<file path="config.mk">
export PLATFORM = sky130hd
export DESIGN_NAME = cpw_pwm
export DESIGN_NICKNAME = d
export VERILOG_FILES = /design/src/hw/cpw_pkg.sv /design/src/hw/cpw_pwm.sv
export VERILOG_INCLUDE_DIRS = /design/src /design/src/hw
export SDC_FILE = /design/constraint.sdc
export NUM_CORES = 1
export LEC_CHECK = 0
export ABC_CLOCK_PERIOD_IN_PS = 2600
export BUFFER_PORTS_ARGS = -buffer_cell sky130_fd_sc_hd__buf_2
export CAP_MARGIN = 20
export CORE_MARGIN = 1
export CORE_UTILIZATION = 53
export DETAILED_ROUTE_END_ITERATION = 8
export GPL_TIMING_DRIVEN = 0
export PLACE_DENSITY_LB_ADDON = 0.2
export SYNTH_ARGS = -nofsm -noshare
export SYNTH_HDL_FRONTEND = slang
export SYNTH_SLANG_ARGS = --single-unit
</file>
<file path="constraint.sdc">
create_clock -name i_clk_sys -period 2.6 [get_ports i_clk_sys]
set_input_delay 0.26 -clock i_clk_sys [delete_from_list [all_inputs] [get_ports i_clk_sys]]
set_output_delay 0.26 -clock i_clk_sys [all_outputs]
set_load 0.05 [all_outputs]
</file>
<file path="src/hw/cpw_params.svh">
`ifndef CPW_PARAMS_SVH
`define CPW_PARAMS_SVH
// register byte offsets
`define CPW_OFF_CTRL 8'h00
`define CPW_OFF_DUTY_LO 8'h04
`define CPW_OFF_DUTY_HI 8'h08
`define CPW_OFF_TSEL 8'h0c
`define CPW_OFF_TMR_BASE 8'h10
`define CPW_TMR_STRIDE 8'h08
`define CPW_OFF_PERIOD 8'h04
`define CPW_OFF_FLAGS 8'h28
// module_control fields
`define CPW_CTRL_EN 7
`define CPW_CTRL_OUT 5
`define CPW_CTRL_FMT 4
`define CPW_MODE_PWM 4'hf
`define CPW_MODE_OFF 4'h0
// timer_control fields
`define CPW_TC_RUN 2
`define CPW_TC_CNT_LSB 8
// timer select register fields and reset values
`define CPW_TSEL_PINDIR 4
`define CPW_TSEL_RST 2'h1
`define CPW_PINDIR_RST 1'b1
`define CPW_PERIOD_RST 8'hff
`define CPW_DUTY_RST 8'h00
// timing
`define CPW_CLK_NS 40
`define CPW_INST_NS 160
`define CPW_INST_CYC ((`CPW_INST_NS + `CPW_CLK_NS - 1) / `CPW_CLK_NS)
`define CPW_NUM_TMR 3
`endif

</file>
<file path="src/hw/cpw_pkg.sv">
package cpw_pkg;
   typedef enum logic [1:0] {
      CPW_PS1 = 2'b00,
      CPW_PS4 = 2'b01,
      CPW_PS16 = 2'b10,
      CPW_PS64 = 2'b11
   } cpw_ps_t;
   typedef struct packed {
      logic run;
      cpw_ps_t ps;
   } cpw_tcfg_t;
   typedef struct packed {
      logic valid;
      logic wr;
      logic [7:0] addr;
   } cpw_dphase_t;
endpackage

</file>
<file path="src/hw/cpw_pwm.sv">
// Overview of operation
// - pulse-width modulated output with up to ten bits of duty resolution
// - period is (period_register+1) times four clocks times prescale factor
// - timer equal to period_register clears on next increment, new period
// - rollover drives pin high unless buffered duty is zero
// - duty bytes writable anytime, copied to 10-bit buffer only at rollover
// - alignment bit selects where the 10-bit duty sits in the two bytes
// - align 0: low[7:0] and high[1:0]; align 1: high[7:0] and low[7:6]
// - time base is timer plus two low bits from clock phase or prescaler
// - time base equal to buffered duty drives pin low for rest of period
// - duty beyond period never matches, so the pin is left unchanged
// - postscaler has no influence; only prescaler and period set period
// - module picks one of three 8-bit auto-reload timers via select register
// - resolution is log2 of 4*(period_register+1), ten bits at 255
// - waveform reaches pin only while pin direction bit is cleared
// - sleep freezes timer and module state, pin holds, resumes afterwards
// - mode 1111 selects pwm, mode 0000 turns off and resets module state
// - current output level readable as status bit in module_control
//
// The address map and register access over AHB-Lite were chosen for this implementation.
`timescale 1ns/1ns
`default_nettype none
`include "cpw_params.svh"
module cpw_pwm
   import cpw_pkg::*;
(
   input wire logic i_clk_sys,
   input wire logic i_rst,
   input wire logic i_ce,
   input wire logic i_sleep,
   input wire logic i_hsel,
   input wire logic [31:0] i_haddr,
   input wire logic [1:0] i_htrans,
   input wire logic i_hwrite,
   input wire logic [2:0] i_hsize,
   input wire logic [31:0] i_hwdata,
   input wire logic i_hready,
   output logic o_hreadyout,
   output logic o_hresp,
   output logic [31:0] o_hrdata,
   output logic o_pwm_output_pin,
   output logic o_pwm_output_pin_oe
);
   localparam int NT = `CPW_NUM_TMR;

   logic run_ce;
   logic [1:0] phase_r;
   logic [1:0] phase_nxt;
   logic inst_tick;
   cpw_dphase_t dp_r;
   logic wr_en;
   logic [7:0] wr_addr;
   logic [31:0] rd_nxt;
   logic [31:0] hrdata_r;
   logic ctrl_en_r;
   logic ctrl_fmt_r;
   logic [3:0] mode_r;
   logic [7:0] duty_lo_r;
   logic [7:0] duty_hi_r;
   logic [1:0] tsel_r;
   logic pin_dir_r;
   logic [9:0] duty_val;
   logic [9:0] duty_buf_r;
   logic out_r;
   logic pwm_on;
   logic [1:0] sel_idx;
   logic sel_roll;
   logic [9:0] sel_tb;
   logic [NT-1:0] tmr_roll;
   logic [NT-1:0] tmr_flag;
   logic [NT-1:0][9:0] tmr_tb;
   logic [NT-1:0][31:0] tmr_rd_ctrl;
   logic [NT-1:0][31:0] tmr_rd_per;

   // sleep stops counting but leaves the bus alive so software can inspect
   assign run_ce = i_ce & ~i_sleep;
   assign phase_nxt = run_ce ? phase_r + 2'h1 : phase_r;

   // quarter-rate instruction clock phase, also the 1:1 low time base bits
   always_ff @(posedge i_clk_sys) begin
      if (i_rst) begin
         phase_r <= 2'h0;
      end else begin
         phase_r <= phase_nxt;
      end
   end
   assign inst_tick = (32'(phase_r) == `CPW_INST_CYC - 1);

   // ahb-lite slave: zero wait states, always okay
   assign o_hreadyout = 1'b1;
   assign o_hresp = 1'b0;
   assign o_hrdata = hrdata_r;

   always_ff @(posedge i_clk_sys) begin
      if (i_rst) begin
         dp_r <= '0;
      end else if (i_ce && i_hready) begin
         dp_r.valid <= i_hsel & i_htrans[1];
         dp_r.wr <= i_hwrite;
         dp_r.addr <= i_haddr[7:0];
      end
   end
   assign wr_en = i_ce & dp_r.valid & dp_r.wr;
   assign wr_addr = dp_r.addr;

   // read data is sampled in the address phase so it stands in the data
   // phase; a read directly behind a write to the same word sees old data
   always_comb begin
      rd_nxt = 32'h0;
      case (i_haddr[7:0])
         `CPW_OFF_CTRL: begin
            rd_nxt[`CPW_CTRL_EN] = ctrl_en_r;
            rd_nxt[`CPW_CTRL_OUT] = out_r;
            rd_nxt[`CPW_CTRL_FMT] = ctrl_fmt_r;
            rd_nxt[3:0] = mode_r;
         end
         `CPW_OFF_DUTY_LO: rd_nxt[7:0] = duty_lo_r;
         `CPW_OFF_DUTY_HI: rd_nxt[7:0] = duty_hi_r;
         `CPW_OFF_TSEL: begin
            rd_nxt[1:0] = tsel_r;
            rd_nxt[`CPW_TSEL_PINDIR] = pin_dir_r;
         end
         `CPW_OFF_FLAGS: rd_nxt[NT-1:0] = tmr_flag;
         default: begin
            for (int k = 0; k < NT; k++) begin
               if (i_haddr[7:0] == `CPW_OFF_TMR_BASE + 8'(k) * `CPW_TMR_STRIDE) begin
                  rd_nxt = tmr_rd_ctrl[k];
               end
               if (i_haddr[7:0] == `CPW_OFF_TMR_BASE + 8'(k) * `CPW_TMR_STRIDE
                     + `CPW_OFF_PERIOD) begin
                  rd_nxt = tmr_rd_per[k];
               end
            end
         end
      endcase
   end

   always_ff @(posedge i_clk_sys) begin
      if (i_rst) begin
         hrdata_r <= 32'h0;
      end else if (i_ce && i_hready && i_hsel && i_htrans[1] && !i_hwrite) begin
         hrdata_r <= rd_nxt;
      end
   end

   // module_control
   always_ff @(posedge i_clk_sys) begin
      if (i_rst) begin
         ctrl_en_r <= 1'b0;
         ctrl_fmt_r <= 1'b0;
         mode_r <= `CPW_MODE_OFF;
      end else if (wr_en && wr_addr == `CPW_OFF_CTRL) begin
         ctrl_en_r <= i_hwdata[`CPW_CTRL_EN];
         ctrl_fmt_r <= i_hwdata[`CPW_CTRL_FMT];
         mode_r <= i_hwdata[3:0];
      end
   end

   // duty bytes may change at any time; only the buffer feeds the compare
   always_ff @(posedge i_clk_sys) begin
      if (i_rst) begin
         duty_lo_r <= `CPW_DUTY_RST;
         duty_hi_r <= `CPW_DUTY_RST;
      end else if (wr_en) begin
         if (wr_addr == `CPW_OFF_DUTY_LO) begin
            duty_lo_r <= i_hwdata[7:0];
         end
         if (wr_addr == `CPW_OFF_DUTY_HI) begin
            duty_hi_r <= i_hwdata[7:0];
         end
      end
   end

   // timer select and pin direction; direction resets to input
   always_ff @(posedge i_clk_sys) begin
      if (i_rst) begin
         tsel_r <= `CPW_TSEL_RST;
         pin_dir_r <= `CPW_PINDIR_RST;
      end else if (wr_en && wr_addr == `CPW_OFF_TSEL) begin
         tsel_r <= i_hwdata[1:0];
         pin_dir_r <= i_hwdata[`CPW_TSEL_PINDIR];
      end
   end

   // three auto-reload timers, each with its own prescaler and period
   genvar gi;
   generate
      for (gi = 0; gi < NT; gi++) begin : g_tmr
         localparam logic [7:0] BASE = `CPW_OFF_TMR_BASE + 8'(gi) * `CPW_TMR_STRIDE;
         cpw_tcfg_t cfg_r;
         logic [7:0] per_r;
         logic [7:0] cnt_r;
         logic [5:0] pre_r;
         logic [5:0] pre_lim;
         logic [5:0] pre_nxt;
         logic [7:0] cnt_nxt;
         logic [1:0] low2;
         logic step;
         logic flag_r;

         always_ff @(posedge i_clk_sys) begin
            if (i_rst) begin
               cfg_r <= '0;
               per_r <= `CPW_PERIOD_RST;
            end else if (wr_en) begin
               if (wr_addr == BASE) begin
                  cfg_r <= cpw_tcfg_t'(i_hwdata[2:0]);
               end
               if (wr_addr == BASE + `CPW_OFF_PERIOD) begin
                  per_r <= i_hwdata[7:0];
               end
            end
         end

         always_comb begin
            case (cfg_r.ps)
               CPW_PS1: pre_lim = 6'h00;
               CPW_PS4: pre_lim = 6'h03;
               CPW_PS16: pre_lim = 6'h0f;
               default: pre_lim = 6'h3f;
            endcase
         end

         // no postscaler exists here: the period depends on prescale and per_r only
         assign step = run_ce & cfg_r.run & inst_tick & (pre_r == pre_lim);
         assign pre_nxt = !(run_ce && cfg_r.run && inst_tick) ? pre_r
                        : (pre_r == pre_lim) ? 6'h0 : pre_r + 6'h1;
         assign cnt_nxt = !step ? cnt_r : (cnt_r == per_r) ? 8'h0 : cnt_r + 8'h1;

         always_ff @(posedge i_clk_sys) begin
            if (i_rst) begin
               pre_r <= 6'h0;
               cnt_r <= 8'h0;
            end else begin
               pre_r <= pre_nxt;
               cnt_r <= cnt_nxt;
            end
         end

         // low time base bits as they will stand after this edge
         always_comb begin
            case (cfg_r.ps)
               CPW_PS1: low2 = phase_nxt;
               CPW_PS4: low2 = pre_nxt[1:0];
               CPW_PS16: low2 = pre_nxt[3:2];
               default: low2 = pre_nxt[5:4];
            endcase
         end

         // overflow flag: write one to clear, a new rollover wins the clear
         always_ff @(posedge i_clk_sys) begin
            if (i_rst) begin
               flag_r <= 1'b0;
            end else if (i_ce) begin
               if (tmr_roll[gi]) begin
                  flag_r <= 1'b1;
               end else if (wr_en && wr_addr == `CPW_OFF_FLAGS && i_hwdata[gi]) begin
                  flag_r <= 1'b0;
               end
            end
         end

         assign tmr_roll[gi] = step & (cnt_r == per_r);
         assign tmr_tb[gi] = {cnt_nxt, low2};
         assign tmr_flag[gi] = flag_r;
         assign tmr_rd_ctrl[gi] = {16'h0, cnt_r, 5'h0, cfg_r};
         assign tmr_rd_per[gi] = {24'h0, per_r};
      end
   endgenerate

   // code 00 is reserved and falls back to the first timer
   assign sel_idx = (tsel_r == 2'h0) ? 2'h0 : tsel_r - 2'h1;
   assign sel_roll = tmr_roll[sel_idx];
   assign sel_tb = tmr_tb[sel_idx];

   assign duty_val = ctrl_fmt_r ? {duty_hi_r, duty_lo_r[7:6]}
                                : {duty_hi_r[1:0], duty_lo_r};
   assign pwm_on = ctrl_en_r & (mode_r == `CPW_MODE_PWM);

   // a duty above the period never equals the time base, so no clear fires
   // the compare sees the time base of the coming cycle: a registered pin
   // would otherwise stay high one clock past the duty
   always_ff @(posedge i_clk_sys) begin
      if (i_rst) begin
         duty_buf_r <= 10'h0;
         out_r <= 1'b0;
      end else if (i_ce && !pwm_on) begin
         duty_buf_r <= 10'h0;
         out_r <= 1'b0;
      end else if (run_ce) begin
         if (sel_roll) begin
            duty_buf_r <= duty_val;
            out_r <= (duty_val != 10'h0);
         end else if (sel_tb == duty_buf_r) begin
            out_r <= 1'b0;
         end
      end
   end

   assign o_pwm_output_pin = out_r;
   assign o_pwm_output_pin_oe = ~pin_dir_r;
endmodule
`default_nettype wire

</file>
==> flow_summary.rst <==
.. list-table::
   :header-rows: 1

   * - Metric
     - Value
   * - Power density cells
     - 516 nW/um2
   * - Count of TritonRoute iterations in the first routing pass
     - 8
   * - Detailed placer's ending HPWL
     - 18,400 um
   * - Die ar.
     - 15,700 um2
   * - Final Hold Viols
     - 0
   * - Die Span Y
     - 125 um
   * - Routed via count
     - 7,824
   * - Antenna Violating Nets Remaining
     - 0
   * - Average wire per cell in the routed design
     - 20.7 um
   * - Clock period minus worst slack
     - 2.88 ns
   * - Count of flip-flops with a built-in enable after synthesis
     - 0
   * - Worst slew margin relative to its limit
     - 28.1%
   * - Total count of max-transition violations in the final report
     - 0
   * - Leakage component of the power
     - 3.60 nW
   * - Most used flip-flop cell after synthesis
     - sky130_fd_sc_hd__dfxtp_1
   * - Initial antenna violation count
     - 0
   * - Type of the tightest min-delay check
     - input port to register
   * - Floorplan Core Area
     - 14,700 um2
   * - TritonCTS sink count
     - 142
   * - Core Rows
     - 44
   * - Layout Area Growth over Synthesis
     - 19.1%
   * - Period utilization
     - 111%
   * - Setup repair after global routing missed its margin
     - true
   * - Violated checks
     - negative setup slack
   * - Top cell type by total area after synthesis
     - sky130_fd_sc_hd__dfxtp_1
   * - Remaining Overflow, GRT
     - 0
   * - Setup slack after placement
     - -0.809 ns
   * - Drt first-iter violations
     - 957
   * - Share of synthesized flip-flops with an asynchronous set or reset
     - 0%
   * - Max-cap viol count
     - 0
   * - Clk buf depth
     - 2
   * - Mapped Avg Cell Area
     - 8.44 um2
   * - Final-report setup violation count
     - 1
   * - Clock latency on the worst-skew pair
     - 0.43 ns
   * - Via count of the first global-routing pass
     - 7,287
   * - Upper clock frequency limit
     - 0.347 GHz
   * - Result of the run
     - finished with violations
   * - Setup slack of the critical path after layout
     - -0.283 ns
   * - CTS tree
     - built
   * - Largest voltage drop on the vdd net
     - 478 uV
   * - Share of synthesized area occupied by flip-flops and latches
     - 35.3%
   * - Share of Yosys cell area claimed by the top area cell type
     - 35.3%
   * - Max Fanout on Critical Path
     - 7
   * - Cell types occupying the most area after synthesis
     - sky130_fd_sc_hd__dfxtp_1 (35%), sky130_fd_sc_hd__mux2i_1 (8.1%), sky130_fd_sc_hd__nor2_1 (6.0%), sky130_fd_sc_hd__a21oi_1 (4.1%), sky130_fd_sc_hd__xor2_1 (3.6%)
   * - Post-Route Skew
     - 0.00894 ns
   * - Cell count after synthesis
     - 955
   * - Ports placed on the boundary
     - 112
   * - Total global-route track usage
     - 33.2%
   * - Die width
     - 125 um
   * - Least-Margin Pin Slew
     - 1.07 ns
   * - Number of diodes
     - 0
   * - Total routed wirelength
     - 25,800 um
   * - # nets final
     - 1,131
   * - Hold_ws
     - 0.0832 ns
   * - Arrival @ worst endpoint
     - 3.18 ns
   * - # DRC
     - 0
   * - Global-route wire length before repair
     - 40,000 um
   * - Via-to-Cell Ratio
     - 6.28
   * - Number of clock buffers inserted by TritonCTS
     - 17
   * - Endpoint class of the critical path
     - register
   * - Number of synthesized register bits
     - 142
   * - Post-synthesis instance area
     - 8060 um2
   * - Kind of start point of the critical path
     - register
   * - Crit path kind
     - register to register
   * - # H-tree levels
     - 4
   * - Post-synthesis cell type count
     - 81
   * - Number of warnings reported in the yosys synthesis log
     - 0
   * - Clock transition at the registers of the reported paths
     - 0.07 ns
   * - Required time worst endpoint
     - 2.90 ns
   * - Initial Utilization
     - 54.8%
   * - Ratio of cells with drive above 1 in the final layout
     - 19.4%
   * - Count of buffers from port buffering
     - 37
   * - Maximum number of pins on one net before global-route repair
     - 17
   * - Global placer's final weighted congestion
     - 0.956
   * - Library cell used as clock root buffer
     - sky130_fd_sc_hd__clkbuf_16
sequential cells by signal (all words and copies together), names as in the netlist:
register,cells
ctrl_en_r,1
ctrl_fmt_r,1
dp_r,2
duty_buf_r,10
duty_hi_r,8
duty_lo_r,8
g_tmr.cfg_r,9
g_tmr.cnt_r,24
g_tmr.flag_r,3
g_tmr.per_r,24
g_tmr.pre_r,18
mode_r,4
o_hrdata,16
o_pwm_output_pin,1
phase_r,2
pin_dir_r,1
tsel_r,2
wr_addr,8
cell usage after synthesis (19+ instances only):
| cell | instances |
|---|---|
| sky130_fd_sc_hd__nand3_1 | 35 |
| sky130_fd_sc_hd__xor2_1 | 33 |
| sky130_fd_sc_hd__a211oi_1 | 20 |
| sky130_fd_sc_hd__a211o_1 | 23 |
| sky130_fd_sc_hd__nor2_1 | 129 |
| sky130_fd_sc_hd__mux2i_1 | 65 |
| sky130_fd_sc_hd__nand2_1 | 67 |
| sky130_fd_sc_hd__buf_4 | 19 |
| sky130_fd_sc_hd__a21oi_1 | 66 |
| sky130_fd_sc_hd__o21ai_0 | 32 |
| sky130_fd_sc_hd__dfxtp_1 | 142 |
| sky130_fd_sc_hd__clkbuf_1 | 39 |
| sky130_fd_sc_hd__nor2b_1 | 31 |
metrics by stage:
| stage | total power, mW | cell area (um2) | setup TNS (ns) | util (%) | instances |
|---|---|---|---|---|---|
| floorplan | 2.45 | 8140 | -0.109 | - | 971 |
| global placement | 2.53 | 8560 | -6.37 | 58.2 | 1192 |
| detailed placement | 2.53 | 8560 | -6.30 | 58.2 | 1192 |
| CTS | 4.94 | 9520 | -0.213 | 64.8 | 1240 |
| global route | 5.08 | 9600 | -0.361 | 65.3 | 1245 |
| finish | 4.96 | 9600 | -0.283 | 65.3 | 1245 |
kinds of logic (layout without fill, tap and decap cells):
| group | count (synthesis) | after routing | share of synthesized area (%) |
|---|---|---|---|
| other | 2 | 18 | 0.0932 |
| buffers and inverters | 89 | 179 | 5.65 |
| adder cells (fa/ha/maj) | 7 | 7 | 1.09 |
| XOR/XNOR | 44 | 44 | 4.78 |
| multiplexers | 74 | 74 | 9.75 |
| AO/OA/AOI/OAI | 228 | 228 | 19.9 |
| flip-flops | 142 | 142 | 35.3 |
| AND/OR/NAND/NOR | 369 | 369 | 23.4 |
per-layer routing:
layer,part of all wire [%],wire [um],vias to the layer above,track usage (%)
met2,47,12200,416,56.0
met5,0,0,-,0
met1,40,10300,3696,41.0
li1,-,-,3622,-
met3,8.5,2190,90,6.59
met4,4.0,1040,0,15.1
cells in the final DEF, fill, tap and decap left out, types with 5 or more instances in the layout:
master | Yosys | final
sky130_fd_sc_hd__dfxtp_1 | 142 | 131
sky130_fd_sc_hd__and3_1 | 6 | 6
sky130_fd_sc_hd__o221ai_1 | 5 | 5
sky130_fd_sc_hd__clkbuf_1 | 39 | 33
sky130_fd_sc_hd__clkbuf_16 | 0 | 17
sky130_fd_sc_hd__nand4_1 | 6 | 6
sky130_fd_sc_hd__nor2b_1 | 31 | 31
sky130_fd_sc_hd__a22oi_1 | 6 | 6
sky130_fd_sc_hd__nand2_1 | 67 | 66
sky130_fd_sc_hd__xnor2_1 | 11 | 11
sky130_fd_sc_hd__or3_1 | 16 | 16
sky130_fd_sc_hd__a211oi_1 | 20 | 15
sky130_fd_sc_hd__o21ai_0 | 32 | 31
sky130_fd_sc_hd__nor4_4 | 2 | 7
sky130_fd_sc_hd__xor2_2 | 0 | 5
sky130_fd_sc_hd__mux2_2 | 6 | 5
sky130_fd_sc_hd__buf_6 | 5 | 6
sky130_fd_sc_hd__clkbuf_2 | 4 | 6
sky130_fd_sc_hd__o21a_1 | 7 | 5
sky130_fd_sc_hd__a21oi_1 | 66 | 63
sky130_fd_sc_hd__dfxtp_2 | 0 | 10
sky130_fd_sc_hd__a211oi_2 | 1 | 6
sky130_fd_sc_hd__buf_4 | 19 | 42
sky130_fd_sc_hd__and2_1 | 7 | 8
sky130_fd_sc_hd__inv_1 | 12 | 12
sky130_fd_sc_hd__nand2b_1 | 11 | 11
sky130_fd_sc_hd__nor3_1 | 16 | 16
sky130_fd_sc_hd__mux2i_1 | 65 | 65
sky130_fd_sc_hd__nor2_1 | 129 | 129
sky130_fd_sc_hd__xor2_1 | 33 | 28
sky130_fd_sc_hd__a211o_1 | 23 | 23
sky130_fd_sc_hd__a222oi_1 | 12 | 12
sky130_fd_sc_hd__nand3_1 | 35 | 35
sky130_fd_sc_hd__a221oi_1 | 8 | 6
sky130_fd_sc_hd__buf_2 | 6 | 42
sky130_fd_sc_hd__conb_1 | 2 | 18
sky130_fd_sc_hd__ha_1 | 7 | 6
final timing paths:
kind	endpoint	cells after the start	slack, ns	from
max	o_pwm_output_pin	10	-0.28	g_tmr[0].cnt_r[1]
min	dp_r[8]	3	0.08	i_hwrite
max reg2reg	o_pwm_output_pin	10	-0.28	g_tmr[0].cnt_r[1]
min reg2reg	wr_addr[0]	2	0.46	wr_addr[0]
report_power, final:
part / internal, mW / switching (mW)
registers: 2.19 / 0.00951
logic: 0.0846 / 0.215
clock network: 1.37 / 1.08
critical path, cell delays in order, from the launching register on:
cell                       delay (ns)
sky130_fd_sc_hd__dfxtp_2         0.45
sky130_fd_sc_hd__xor2_1          0.16
sky130_fd_sc_hd__nor4_4          0.46
sky130_fd_sc_hd__nand2_2         0.15
sky130_fd_sc_hd__and2_1          0.17
sky130_fd_sc_hd__clkbuf_4        0.17
sky130_fd_sc_hd__a211o_1         0.28
sky130_fd_sc_hd__nand4_1         0.09
sky130_fd_sc_hd__or4b_4          0.47
sky130_fd_sc_hd__nor4_4          0.20
sky130_fd_sc_hd__a41oi_1         0.14
what timing repair did:
item | CTS | global route
hold endpoints to repair | 0 | 0
setup buffers | 17 | 5
cloned | 0 | 0
hold buffers | 0 | 0
endpoints found under the setup margin | 11 | 19
pin swaps | 20 | 5
gates resized for setup | 50 | 16
area by class of cell:
| cell class | count | area (um2) |
|---|---|---|
| multi-input cells | 740 | 5100 |
| well taps | 184 | 230 |
| flip-flops and latches | 142 | 2860 |
| fillers | 1265 | 5100 |
| plain buffers | 76 | 427 |
| clock buffers | 18 | 439 |
| repair buffers | 59 | 350 |
| inverters | 12 | 45.0 |
| clock inverters | 14 | 149 |
(Power assumes the default switching activity.)
